### src/sufr_defs.svh
// Constants, field positions and timing figures of the upstream framer.
//
// Function
// - Upstream output non-inverted, single-ended.
// - Bit rate divided from link clock.
// - Drive type selects open-drain or push-pull.
// - Every divider setting works in push-pull.
// - Frame length 12 or 16 by format.
// - 12-bit: start, data, parity, two stops.
// - Parity makes data ones count even.
// - 16-bit: start, four address, eight data.
// - Address bits three, four pick slot.
// - Fixed address captured at select rise.
// - Multi-read cycles slots, multiples of four.
// - First address bit flags dropped read.
// - Second address bit high until last frame.
// - Start sending within response time.
// - Response measured select rise to start.
// - Drop reads while upstream busy.
// - Downstream frames decoded regardless of upstream.
// - Writes ignored during preparation, not executed later.
// - Send register value held before write.
// - Stop command aborts and clears requests.
// - Command valid only with 17 pulses.
`ifndef SUFR_DEFS_SVH
`define SUFR_DEFS_SVH

// Core clock period in picoseconds (250 MHz).
`define SUFR_CLK_PS        4000
// Preparation and response times in nanoseconds.
`define SUFR_PREP_SR_NS    1000
`define SUFR_PREP_MR_NS    2000
`define SUFR_RSP_NS        5000
// Downstream frame length in falling link clock edges.
`define SUFR_DS_PULSES     5'h11
// Command code that requests an upstream read.
`define SUFR_CMD_READ      8'h01
// Divider field width and number of four-frame groups.
`define SUFR_DIV_W         4
`define SUFR_MULTI_GROUPS  1
// Frame lengths in bits.
`define SUFR_LEN_SHORT     5'h0c
`define SUFR_LEN_LONG      5'h10
// Fixed upper bits of a frame word.
`define SUFR_STOP_BITS     2'h3
`define SUFR_PAD_SHORT     4'hf

`endif

### src/sufr_pkg.sv
// Types shared by the upstream framer.
package sufr_pkg;

	// Controller states.
	typedef enum logic [1:0] {
		SUFR_IDLE = 2'b00,
		SUFR_PREP = 2'b01,
		SUFR_RUN  = 2'b10
	} sufr_state_t;

	// One upstream frame, first bit in bit 0.
	typedef struct packed {
		logic        long_fmt;
		logic [15:0] bits;
	} sufr_frame_t;

	// A downstream command that is not a read.
	typedef struct packed {
		logic [7:0] code;
		logic [7:0] data;
	} sufr_cmd_t;

endpackage : sufr_pkg

### src/sufr_framer.sv
// Upstream framer of the serial control link, with its command receiver.
`timescale 1ns/1ps
`include "sufr_defs.svh"

module sufr_framer #(
	parameter int DIV_W        = `SUFR_DIV_W,
	parameter int MULTI_GROUPS = `SUFR_MULTI_GROUPS,
	parameter int PREP_SR_NS   = `SUFR_PREP_SR_NS,
	parameter int PREP_MR_NS   = `SUFR_PREP_MR_NS,
	parameter int RSP_NS       = `SUFR_RSP_NS
) (
	// Clock and reset.
	input  wire logic               clk,
	input  wire logic               rst_n,
	// Link pins from the host.
	input  wire logic               link_clk_pin,
	input  wire logic               select_n_pin,
	input  wire logic               serial_in_pin,
	// Upstream pin, two-signal form.
	output logic                    upstream_out_o,
	output logic                    upstream_out_oe,
	// Configuration.
	input  wire logic               upstream_drive_type_bit,
	input  wire logic [DIV_W-1:0]   upstream_divider_field,
	input  wire logic               upstream_format_bit,
	input  wire logic               multi_read_mode,
	input  wire logic [3:0]         fixed_address_field,
	input  wire logic               upstream_stop_bit,
	// Register read port.
	output logic [7:0]              read_addr,
	input  wire logic [7:0]         read_data,
	// Write commands towards the register file.
	output logic                    wr_cmd_valid,
	output sufr_pkg::sufr_cmd_t     wr_cmd,
	// Status.
	output logic                    upstream_busy,
	output logic                    read_overflow_flag
);

	localparam int CLK_PS = `SUFR_CLK_PS;
	localparam logic [23:0] PREP_SR_CYC =
		24'((PREP_SR_NS * 1000 + CLK_PS - 1) / CLK_PS);
	localparam logic [23:0] PREP_MR_CYC =
		24'((PREP_MR_NS * 1000 + CLK_PS - 1) / CLK_PS);
	localparam int RSP_CYC = (RSP_NS * 1000) / CLK_PS;
	localparam logic [5:0] MULTI_FRAMES = 6'(4 * MULTI_GROUPS);

	// Refuse settings the counters cannot hold, and preparation times not below the response time.
	if (MULTI_GROUPS < 1 || MULTI_GROUPS > 15) begin : g_chk_groups
		$error("MULTI_GROUPS out of range");
	end
	if (DIV_W < 1 || DIV_W > 16) begin : g_chk_div
		$error("DIV_W out of range");
	end
	if (int'(PREP_MR_CYC) >= RSP_CYC ||
		int'(PREP_SR_CYC) >= RSP_CYC) begin : g_chk_rsp
		$error("preparation time must be below response time");
	end

	// Pins pass two flip-flops before any logic reads them.
	logic [2:0] sync1_reg;
	logic [2:0] sync2_reg;
	logic       lclk_prev_reg;
	logic       csn_prev_reg;
	logic       lclk_s;
	logic       csn_s;
	logic       si_s;

	always_ff @(posedge clk) begin
		if (!rst_n) begin
			sync1_reg     <= 3'h7;
			sync2_reg     <= 3'h7;
			lclk_prev_reg <= 1'b1;
			csn_prev_reg  <= 1'b1;
		end else begin
			sync1_reg     <= {link_clk_pin, select_n_pin, serial_in_pin};
			sync2_reg     <= sync1_reg;
			lclk_prev_reg <= lclk_s;
			csn_prev_reg  <= csn_s;
		end
	end

	assign lclk_s = sync2_reg[2];
	assign csn_s  = sync2_reg[1];
	assign si_s   = sync2_reg[0];

	logic clk_fall;
	logic clk_rise;
	logic csn_rise;

	assign clk_fall = lclk_prev_reg & ~lclk_s;
	assign clk_rise = ~lclk_prev_reg & lclk_s;
	assign csn_rise = ~csn_prev_reg & csn_s;

	// Downstream receiver; it never looks at upstream state.
	logic [16:0] rx_sr_reg;
	logic [16:0] rx_sr_next;
	logic [4:0]  rx_cnt_reg;
	logic [4:0]  rx_cnt_next;
	logic        frame_ok;
	logic        rd_req;
	logic        wr_req;

	always_comb begin
		rx_sr_next  = rx_sr_reg;
		rx_cnt_next = rx_cnt_reg;
		if (csn_s) begin
			rx_cnt_next = 5'h00;
		end else if (clk_fall) begin
			rx_sr_next = {si_s, rx_sr_reg[16:1]};
			if (rx_cnt_reg != 5'h1f) begin
				rx_cnt_next = rx_cnt_reg + 5'h01;
			end
		end
	end

	always_ff @(posedge clk) begin
		if (!rst_n) begin
			rx_sr_reg  <= 17'h00000;
			rx_cnt_reg <= 5'h00;
		end else begin
			rx_sr_reg  <= rx_sr_next;
			rx_cnt_reg <= rx_cnt_next;
		end
	end

	// Only a frame of exact length opening with a one is a command.
	assign frame_ok = csn_rise && rx_cnt_reg == `SUFR_DS_PULSES
		&& rx_sr_reg[0];
	assign rd_req = frame_ok && rx_sr_reg[8:1] == `SUFR_CMD_READ;
	assign wr_req = frame_ok && rx_sr_reg[8:1] != `SUFR_CMD_READ;

	// Two-entry frame buffer between builder and serializer.
	sufr_pkg::sufr_frame_t fifo_mem_reg [2];
	sufr_pkg::sufr_frame_t fifo_mem_next [2];
	logic                  fifo_wp_reg;
	logic                  fifo_wp_next;
	logic                  fifo_rp_reg;
	logic                  fifo_rp_next;
	logic [1:0]            fifo_cnt_reg;
	logic [1:0]            fifo_cnt_next;
	logic                  push_valid;
	logic                  push_ready;
	logic                  pop_valid;
	logic                  pop_ready;
	sufr_pkg::sufr_frame_t push_frame;
	logic                  push;
	logic                  pop;

	assign push_ready = fifo_cnt_reg != 2'h2;
	assign pop_valid  = fifo_cnt_reg != 2'h0;
	assign push       = push_valid & push_ready;
	assign pop        = pop_valid & pop_ready;

	always_comb begin
		fifo_mem_next = fifo_mem_reg;
		fifo_wp_next  = fifo_wp_reg;
		fifo_rp_next  = fifo_rp_reg;
		fifo_cnt_next = fifo_cnt_reg;
		if (upstream_stop_bit) begin
			fifo_cnt_next = 2'h0;
			fifo_wp_next  = 1'b0;
			fifo_rp_next  = 1'b0;
		end else begin
			if (push) begin
				fifo_mem_next[fifo_wp_reg] = push_frame;
				fifo_wp_next = ~fifo_wp_reg;
			end
			if (pop) begin
				fifo_rp_next = ~fifo_rp_reg;
			end
			if (push && !pop) begin
				fifo_cnt_next = fifo_cnt_reg + 2'h1;
			end else if (pop && !push) begin
				fifo_cnt_next = fifo_cnt_reg - 2'h1;
			end
		end
	end

	always_ff @(posedge clk) begin
		if (!rst_n) begin
			fifo_mem_reg[0] <= '0;
			fifo_mem_reg[1] <= '0;
			fifo_wp_reg     <= 1'b0;
			fifo_rp_reg     <= 1'b0;
			fifo_cnt_reg    <= 2'h0;
		end else begin
			fifo_mem_reg <= fifo_mem_next;
			fifo_wp_reg  <= fifo_wp_next;
			fifo_rp_reg  <= fifo_rp_next;
			fifo_cnt_reg <= fifo_cnt_next;
		end
	end

	// Read controller and frame builder.
	sufr_pkg::sufr_state_t state_reg;
	sufr_pkg::sufr_state_t state_next;
	logic [23:0]           prep_reg;
	logic [23:0]           prep_next;
	logic [5:0]            left_reg;
	logic [5:0]            left_next;
	logic [1:0]            slot_reg;
	logic [1:0]            slot_next;
	logic [7:0]            addr_reg;
	logic [7:0]            addr_next;
	logic [3:0]            fixa_reg;
	logic [3:0]            fixa_next;
	logic                  multi_reg;
	logic                  multi_next;
	logic                  long_reg;
	logic                  long_next;
	logic                  ovf_reg;
	logic                  ovf_next;
	logic                  wr_v_next;
	sufr_pkg::sufr_cmd_t   wr_c_next;
	logic                  ser_act_reg;
	logic                  busy;
	logic                  parity;
	logic [3:0]            abits;

	// Busy lasts until the last stop bit has left the pin.
	assign busy = state_reg != sufr_pkg::SUFR_IDLE || pop_valid
		|| ser_act_reg;
	assign push_valid = state_reg == sufr_pkg::SUFR_RUN
		&& left_reg != 6'h00;
	assign parity = ^read_data;

	// Slot in the upper pair, pending in A1, dropped read in A0.
	assign abits = multi_reg ? {slot_reg, left_reg != 6'h01, ovf_reg}
		: fixa_reg;

	// The value is sampled at push, so a later write cannot alter it.
	always_comb begin
		push_frame.long_fmt = long_reg;
		if (long_reg) begin
			push_frame.bits = {`SUFR_STOP_BITS, parity, read_data,
				abits, 1'b0};
		end else begin
			push_frame.bits = {`SUFR_PAD_SHORT, `SUFR_STOP_BITS, parity,
				read_data, 1'b0};
		end
	end

	always_comb begin
		state_next = state_reg;
		prep_next  = prep_reg;
		left_next  = left_reg;
		slot_next  = slot_reg;
		addr_next  = addr_reg;
		fixa_next  = fixa_reg;
		multi_next = multi_reg;
		long_next  = long_reg;
		ovf_next   = ovf_reg;
		wr_v_next  = wr_req && state_reg != sufr_pkg::SUFR_PREP;
		wr_c_next  = wr_cmd;
		// The command word stands until the next executed command.
		if (wr_v_next) begin
			wr_c_next = '{code: rx_sr_reg[8:1], data: rx_sr_reg[16:9]};
		end
		if (push && multi_reg && long_reg) begin
			ovf_next = 1'b0;
		end
		if (rd_req && busy) begin
			ovf_next = 1'b1;
		end
		case (state_reg)
		sufr_pkg::SUFR_IDLE: begin
			if (rd_req && !busy && !upstream_stop_bit) begin
				state_next = sufr_pkg::SUFR_PREP;
				fixa_next  = fixed_address_field;
				multi_next = multi_read_mode;
				long_next  = upstream_format_bit;
				addr_next  = rx_sr_reg[16:9];
				slot_next  = 2'h0;
				left_next  = multi_read_mode ? MULTI_FRAMES : 6'h01;
				prep_next  = multi_read_mode ? PREP_MR_CYC : PREP_SR_CYC;
			end
		end
		sufr_pkg::SUFR_PREP: begin
			if (prep_reg <= 24'h000001) begin
				state_next = sufr_pkg::SUFR_RUN;
			end else begin
				prep_next = prep_reg - 24'h000001;
			end
		end
		sufr_pkg::SUFR_RUN: begin
			if (push) begin
				left_next = left_reg - 6'h01;
				slot_next = slot_reg + 2'h1;
				addr_next = addr_reg + 8'h01;
				if (left_reg == 6'h01) begin
					state_next = sufr_pkg::SUFR_IDLE;
				end
			end
		end
		default: begin
			state_next = sufr_pkg::SUFR_IDLE;
		end
		endcase
		if (upstream_stop_bit) begin
			state_next = sufr_pkg::SUFR_IDLE;
			left_next  = 6'h00;
		end
	end

	always_ff @(posedge clk) begin
		if (!rst_n) begin
			state_reg    <= sufr_pkg::SUFR_IDLE;
			prep_reg     <= 24'h000000;
			left_reg     <= 6'h00;
			slot_reg     <= 2'h0;
			addr_reg     <= 8'h00;
			fixa_reg     <= 4'h0;
			multi_reg    <= 1'b0;
			long_reg     <= 1'b0;
			ovf_reg      <= 1'b0;
			wr_cmd_valid <= 1'b0;
			wr_cmd       <= '0;
		end else begin
			state_reg    <= state_next;
			prep_reg     <= prep_next;
			left_reg     <= left_next;
			slot_reg     <= slot_next;
			addr_reg     <= addr_next;
			fixa_reg     <= fixa_next;
			multi_reg    <= multi_next;
			long_reg     <= long_next;
			ovf_reg      <= ovf_next;
			wr_cmd_valid <= wr_v_next;
			wr_cmd       <= wr_c_next;
		end
	end

	assign read_addr          = addr_reg;
	assign read_overflow_flag = ovf_reg;
	assign upstream_busy      = busy;

	// Serializer; bit time is divider plus one link clock periods.
	logic [15:0]      ser_sh_reg;
	logic [15:0]      ser_sh_next;
	logic [4:0]       ser_left_reg;
	logic [4:0]       ser_left_next;
	logic [DIV_W-1:0] div_reg;
	logic [DIV_W-1:0] div_next;
	logic             ser_act_next;
	logic             bit_next;
	logic             tick;
	logic             pin_o_next;
	logic             pin_oe_next;
	sufr_pkg::sufr_frame_t head;

	assign head      = fifo_mem_reg[fifo_rp_reg];
	assign pop_ready = ~ser_act_reg & ~upstream_stop_bit;
	// Edges are only counted while a frame runs, so the host clock
	// must keep toggling until the last stop bit is out.
	assign tick = ser_act_reg && clk_rise
		&& div_reg == upstream_divider_field;

	always_comb begin
		ser_sh_next   = ser_sh_reg;
		ser_left_next = ser_left_reg;
		div_next      = div_reg;
		ser_act_next  = ser_act_reg;
		bit_next      = upstream_out_o | ~upstream_out_oe;
		if (upstream_stop_bit) begin
			ser_act_next = 1'b0;
			bit_next     = 1'b1;
		end else if (pop) begin
			// The start bit waits for the next link clock edge, so it
			// lasts a full bit time like every other bit of the frame.
			ser_act_next  = 1'b1;
			ser_sh_next   = head.bits;
			ser_left_next = head.long_fmt ? `SUFR_LEN_LONG
				: `SUFR_LEN_SHORT;
			div_next      = upstream_divider_field;
		end else if (ser_act_reg && clk_rise) begin
			div_next = tick ? '0 : div_reg + 1'b1;
			if (tick) begin
				if (ser_left_reg == 5'h00) begin
					ser_act_next = 1'b0;
					bit_next     = 1'b1;
				end else begin
					bit_next      = ser_sh_reg[0];
					ser_sh_next   = {1'b1, ser_sh_reg[15:1]};
					ser_left_next = ser_left_reg - 5'h01;
				end
			end
		end
		// Open-drain releases for a one; push-pull drives both levels.
		pin_o_next  = upstream_drive_type_bit ? bit_next : 1'b0;
		pin_oe_next = upstream_drive_type_bit | ~bit_next;
	end

	always_ff @(posedge clk) begin
		if (!rst_n) begin
			ser_sh_reg      <= 16'hffff;
			ser_left_reg    <= 5'h00;
			div_reg         <= '0;
			ser_act_reg     <= 1'b0;
			upstream_out_o  <= 1'b0;
			upstream_out_oe <= 1'b0;
		end else begin
			ser_sh_reg      <= ser_sh_next;
			ser_left_reg    <= ser_left_next;
			div_reg         <= div_next;
			ser_act_reg     <= ser_act_next;
			upstream_out_o  <= pin_o_next;
			upstream_out_oe <= pin_oe_next;
		end
	end

endmodule : sufr_framer

### config.mk
export PLATFORM = sky130hd
export DESIGN_NAME = sufr_framer
export DESIGN_NICKNAME = d
export VERILOG_FILES = /design/src/sufr_pkg.sv /design/src/sufr_framer.sv
export VERILOG_INCLUDE_DIRS = /design/src
export SDC_FILE = /design/constraint.sdc
export NUM_CORES = 1
export LEC_CHECK = 0
export BUFFER_PORTS_ARGS = -buffer_cell sky130_fd_sc_hd__buf_2
export CORE_MARGIN = 4
export CORE_UTILIZATION = 35
export DETAILED_ROUTE_END_ITERATION = 10
export SYNTH_ARGS = -nofsm -noshare
export SYNTH_HDL_FRONTEND = slang
export SYNTH_SLANG_ARGS = --single-unit
### constraint.sdc
create_clock -name clk -period 3.4 [get_ports clk]
set_input_delay 0.34 -clock clk [delete_from_list [all_inputs] [get_ports clk]]
set_output_delay 0.34 -clock clk [all_outputs]
set_load 0.02 [all_outputs]
* Word level (Yosys, flattened, before mapping)
Cells that the tools add are included.
Word-level totals: output and inout bits 29, logic and storage cells 182, input port bits 25, bits in registers 162
Operators by class: reductions and logical operators 48, order comparisons 4, bitwise gates (word level) 21, muxes and demuxes 52, $add $sub $neg 9, equal/unequal tests 17
Operators by type and width (count):
- two-way mux 17 bit | 4
- two-way mux 16 bit | 4
- two-way mux 24 bit | 2
- one-hot mux 24 bit (2 select lines) | 1
- bitwise mux 34 bit | 1
- two-way mux 5 bit | 5
- less-or-equal comparator 24 x 1 -> 1 bit (second input constant) | 1
- subtractor 24 x 1 -> 24 bit (second input constant) | 1
- nonzero test 2 bit | 9
- demux 17 bit (select 1 bit) | 1
- logical AND 1 bit | 16
- two-way mux 2 bit | 8
- two-way mux 4 bit | 4
- two-way mux 8 bit | 2
- one-hot mux 8 bit (2 select lines) | 1
- two-way mux 14 bit | 1
- two-way mux 6 bit | 2
- inequality test 2 bit (second input constant) | 6
- one-hot mux 6 bit (2 select lines) | 1
- AND reduction 2 bit | 6
- two-way mux 1 bit | 11
- inverter 1 bit | 11
- two-way mux 9 bit | 1
- AND reduction 3 bit | 3
- 33 further kinds | 49

* Longest topological paths before layout
depth in word-level cells 10, gate-level depth with buffers 10, gate-level depth less buffers 9

* Worst setup path after synthesis
No wires, ideal clock.
kind flip-flop to flip-flop, start reg left_reg[0], end reg fifo_cnt_reg[1], period minus slack after synthesis 2.804 ns, stages on the path, launching flop included 10, buffers on the path 1, arrival time 2.734 ns, required time 3.329 ns, slack 0.596 ns, setup time 0.071 ns, cells stage by stage dfxtp_1 > inv_1 > ha_1 > or3b_2 > o311ai_2 > inv_1 > buf_1 > ha_1 > or3_1 > a21oi_1
On the way: cells in the longest elaborated chain, start to end 6, elaborated cells on any way between the ends 8, those cells by class mux (1); bitwise (1); reduce/logical (6)
RTL lines:
- from (decl) | RTL line sufr_framer.sv:200 | logic [5:0] left_reg;
- from (signal assigned) | RTL line sufr_framer.sv:322 | left_reg <= left_next;
- nonzero test 6 bit * | RTL line sufr_framer.sv:225 | && left_reg != 6'h00;
- logical AND 1 bit * | RTL line sufr_framer.sv:225
- bitwise AND 1 bit * | RTL line sufr_framer.sv:152 | assign push = push_valid & push_ready;
- net push | RTL line sufr_framer.sv:147 | logic push;
- zero test 1 bit | RTL line sufr_framer.sv:174 | end else if (pop && !push) begin
- logical AND 1 bit | RTL line sufr_framer.sv:174
- nonzero test 2 bit (no source line)
- to (signal assigned) | RTL line sufr_framer.sv:191 | fifo_cnt_reg <= fifo_cnt_next;
- to (decl) | RTL line sufr_framer.sv:140 | logic [1:0] fifo_cnt_reg;
The timed path passes the listed nets; every way through them passes the cells marked *. A chain may end at the register's enable or synchronous reset.

* Worst setup path in the final report
start reg prep_reg[4], end reg prep_reg[6]
On the way: cells in the longest elaborated chain, start to end 3, elaborated cells on any way between the ends 6, those cells by class add/sub (1); order compare (1); eq/ne (1); mux (2); reduce/logical (1)
RTL lines:
- from (decl) | RTL line sufr_framer.sv:198 | logic [23:0] prep_reg;
- from (signal assigned) | RTL line sufr_framer.sv:321 | prep_reg <= prep_next;
- subtractor 24 x 1 -> 24 bit or less-or-equal comparator 24 x 1 -> 1 bit (tied branches) | RTL line sufr_framer.sv:283, sufr_framer.sv:280
- two-way mux 24 bit or inequality test 2 bit (tied branches)
- one-hot mux 24 bit (2 select lines) or AND reduction 3 bit (tied branches)
Several ways; a longest one is shown, not always the timed one. The select of a mux whose other input is x is not followed.

==> results.md <==
* Core Area at 20,200 um2
* Peak VDD IR at 0.288 mV
* Worst Setup Path Type: register to register
* Final setup viols at 0
* Die Area at 22,900 um2
* Vias in the first global route at 5,521
* CTS Root Cell: clkbuf_16
* Slew Viols, Final at 0
* Tmin final at 2800 ps
* Post CTS Setup Buffer Count at 0
* Top Usage Layer GRT: met2
* Leakage at 3.21 nW
* CP Data Arrival Time at 3130 ps
* DRT antenna net count at 0
* Remaining DRCs at 0
* GPL Wtd Cong at 0.796
* Area contributors post-synth: dfxtp_1 44%, mux2i_1 6.8%, nor2_1 5.5%, nand2_1 4.9%, a21oi_1 4.2%
* Largest net degree at the start of global routing at 50
* Crit start category: register
* Post-synth top area share at 44.0%
* # diodes at 0
* Die width at 151 um
* Cts repair resizes at 0
* Sequential share of the synthesized area at 44.0%
* Syn Area/Cell at 8.54 um2
* Ports at 54
* Total track usage at 15.1%
* Number of vias in the routed layout at 5,920
* GR Overflow Total at 0
* RSZ-0062 raised after global routing: no
* Cell Area, Synth at 7190 um2
* Post-layout nets at 912
* I/O Buffers at 53
* Distinct cells, synth at 63
* Fraction of layout cells with a size suffix above 1 at 13.0%
* CTS H-tree lvls at 4
* Drt initial violations at 315
* # clock sinks at 158
* Worst Path Max Fanout at 11
* CTS tree: done
* CTS clk-pin slew, worst paths at 70 ps
* HPWL Detailed at 11,400 um
* Number of max-cap violations at 0
* Async SR Flop Fraction at 0%
* Class of the worst hold path: input port to register
* Final wirelength at 16,900 um
* Post-route design area at 8320 um2
* Worst EP required at 3730 ps
* Number of flops mapped to enable cells by yosys at 0
* Drt first pass iters at 4
* Clock buffer depth at 2
* Fin Setup TNS at 0 ps
* Worst-Skew Late Latency at 420 ps
* Die span in y at 151 um
* Relative max-transition margin at 19.7%
* Post-synth top area cell: dfxtp_1
* Grt met1 use at 21.6%
* M3 GR Usage at 4.28%
* First-pass GRT wire length at 27,900 um
* Max reg flops at 30
* WL per Instance at 14.6 um
* Clock skew at 9.50 ps
* Tightest Pin Transition at 1200 ps
* Cts-stage hold buffer count at 0
* Antenna violations before repair at 0
* Pwr Density at 478 nW/um2
* Initial core utilization at 35.5%
* Synth Instances at 842
* Crit path capture type: register
* Vias per cell at 5.11
* Max Freq at 357 MHz
* Area Growth Syn to Fin at 15.7%
* Hold Fails Final Rpt at 0
* Mapped Nets at 879
* Num CTS Buffers at 17
* Post-place instance area at 7710 um2
* GR Util met2 at 22.7%
* Status: finished clean
* Flops & latches, synth at 158
* Ys flop type: dfxtp_1
* Ys Warns at 0
* Row count at 52
* Final worst path period share at 82.5%
==> synthesized netlist by cell type (3+ instances only) <==
| cell | n |
|---|---|
| xor2_1 | 9 |
| nor4_1 | 8 |
| nor2b_1 | 7 |
| o211ai_1 | 34 |
| nand2b_1 | 16 |
| or3_1 | 10 |
| a21oi_1 | 60 |
| clkbuf_1 | 43 |
| or4_1 | 16 |
| a31oi_1 | 4 |
| nor3b_1 | 4 |
| ha_1 | 12 |
| or2_2 | 3 |
| o21a_1 | 4 |
| and3_1 | 4 |
| o21ai_0 | 27 |
| dfxtp_1 | 158 |
| buf_1 | 3 |
| nor2_1 | 106 |
| and2_1 | 4 |
| o41ai_1 | 3 |
| a211oi_1 | 26 |
| a311oi_1 | 3 |
| xnor2_1 | 13 |
| mux2i_1 | 49 |
| a22oi_1 | 5 |
| nand4_1 | 8 |
| nor3_1 | 17 |
| buf_2 | 6 |
| inv_1 | 26 |
| o31ai_1 | 10 |
| nand2_1 | 93 |
| nand3_1 | 10 |
==> layer usage <==
metal | wire length [um] | share of wire [%] | vias to the layer above
met1 | 8500 | 50 | 2732
met3 | 851 | 5.0 | 7
met4 | 102 | 0.61 | 0
met5 | 0 | 0 | -
li1 | - | - | 3067
met2 | 7410 | 44 | 114
==> cells in the final DEF (no fill, tap or decap), types with 3 or more instances in the layout <==
cell	n
a211oi_1	26
a21oi_1	60
a22oi_1	5
a311oi_1	3
a31oi_1	4
and2_1	4
and3_1	4
buf_2	53
buf_4	14
bufinv_16	3
clkbuf_16	17
dfxtp_1	158
ha_1	12
inv_1	26
inv_6	5
mux2i_1	49
nand2_1	93
nand2b_1	16
nand3_1	10
nand4_1	8
nor2_1	105
nor2b_1	7
nor3_1	16
nor3b_1	4
nor4_1	8
o211ai_1	34
o21a_1	4
o21ai_0	26
o31ai_1	10
or2_2	3
or3_1	10
or4_1	16
xnor2_1	13
xor2_1	9
==> metrics by stage <==
stage	cells	utilization [%]	hold WS, ps	setup slack (ps)	total power, W
floorplan	842	-	386	596	0.00198
finish	1158	41.1	97.1	596	0.00397
global placement	1126	38.1	390	709	0.00203
global route	1158	41.1	80.4	297	0.00412
detailed placement	1126	38.1	396	647	0.00203
CTS	1158	41.1	82.9	628	0.00402
==> report_power, final <==
group | switching (W) | leakage [nW] | internal (W) | total, W
registers | 0.00000370 | 1.28 | 0.00186 | 0.00186
logic | 0.0000811 | 1.65 | 0.0000464 | 0.000127
clock network | 0.000812 | 0.294 | 0.00117 | 0.00199
total | 0.000897 | 3.21 | 0.00308 | 0.00397
==> layout make-up <==
cell class | count | area [um2]
Fill cell | 2010 | 11900
Multi-Input combinational cell | 604 | 3730
Sequential cell | 158 | 3160
Clock buffer | 18 | 429
Timing Repair Buffer | 67 | 370
Tap cell | 270 | 338
Clock inverter | 14 | 183
Inverter | 27 | 101
==> critical path, stage by stage, from the launching register on <==
cell      delay, ps
dfxtp_1         350
or4_1           670
or4_1           660
o21ai_1         630
nor2_1          130
a311oi_1        270
==> path summary, 6_finish.rpt <==
check,start,end,slack [ps],cells after the start
worst max-delay path,prep_reg[4],prep_reg[6],600,5
worst min-delay path,select_n_pin,sync1_reg[1],100,2
worst max register to register,prep_reg[4],prep_reg[6],600,5
worst min register to register,sync1_reg[1],sync2_reg[1],410,1
==> cells by family (layout without fill, tap and decap cells) <==
logic type	count (synthesis)	in the layout	synth area share, %
flops	158	158	44.0
compound gates	199	199	18.1
fa+ha+maj	12	12	2.09
mux	50	50	6.98
buf+inv	80	126	4.33
xor+xnor	24	24	3.31
simple gates	319	319	21.2
(Power assumes the default switching activity.)
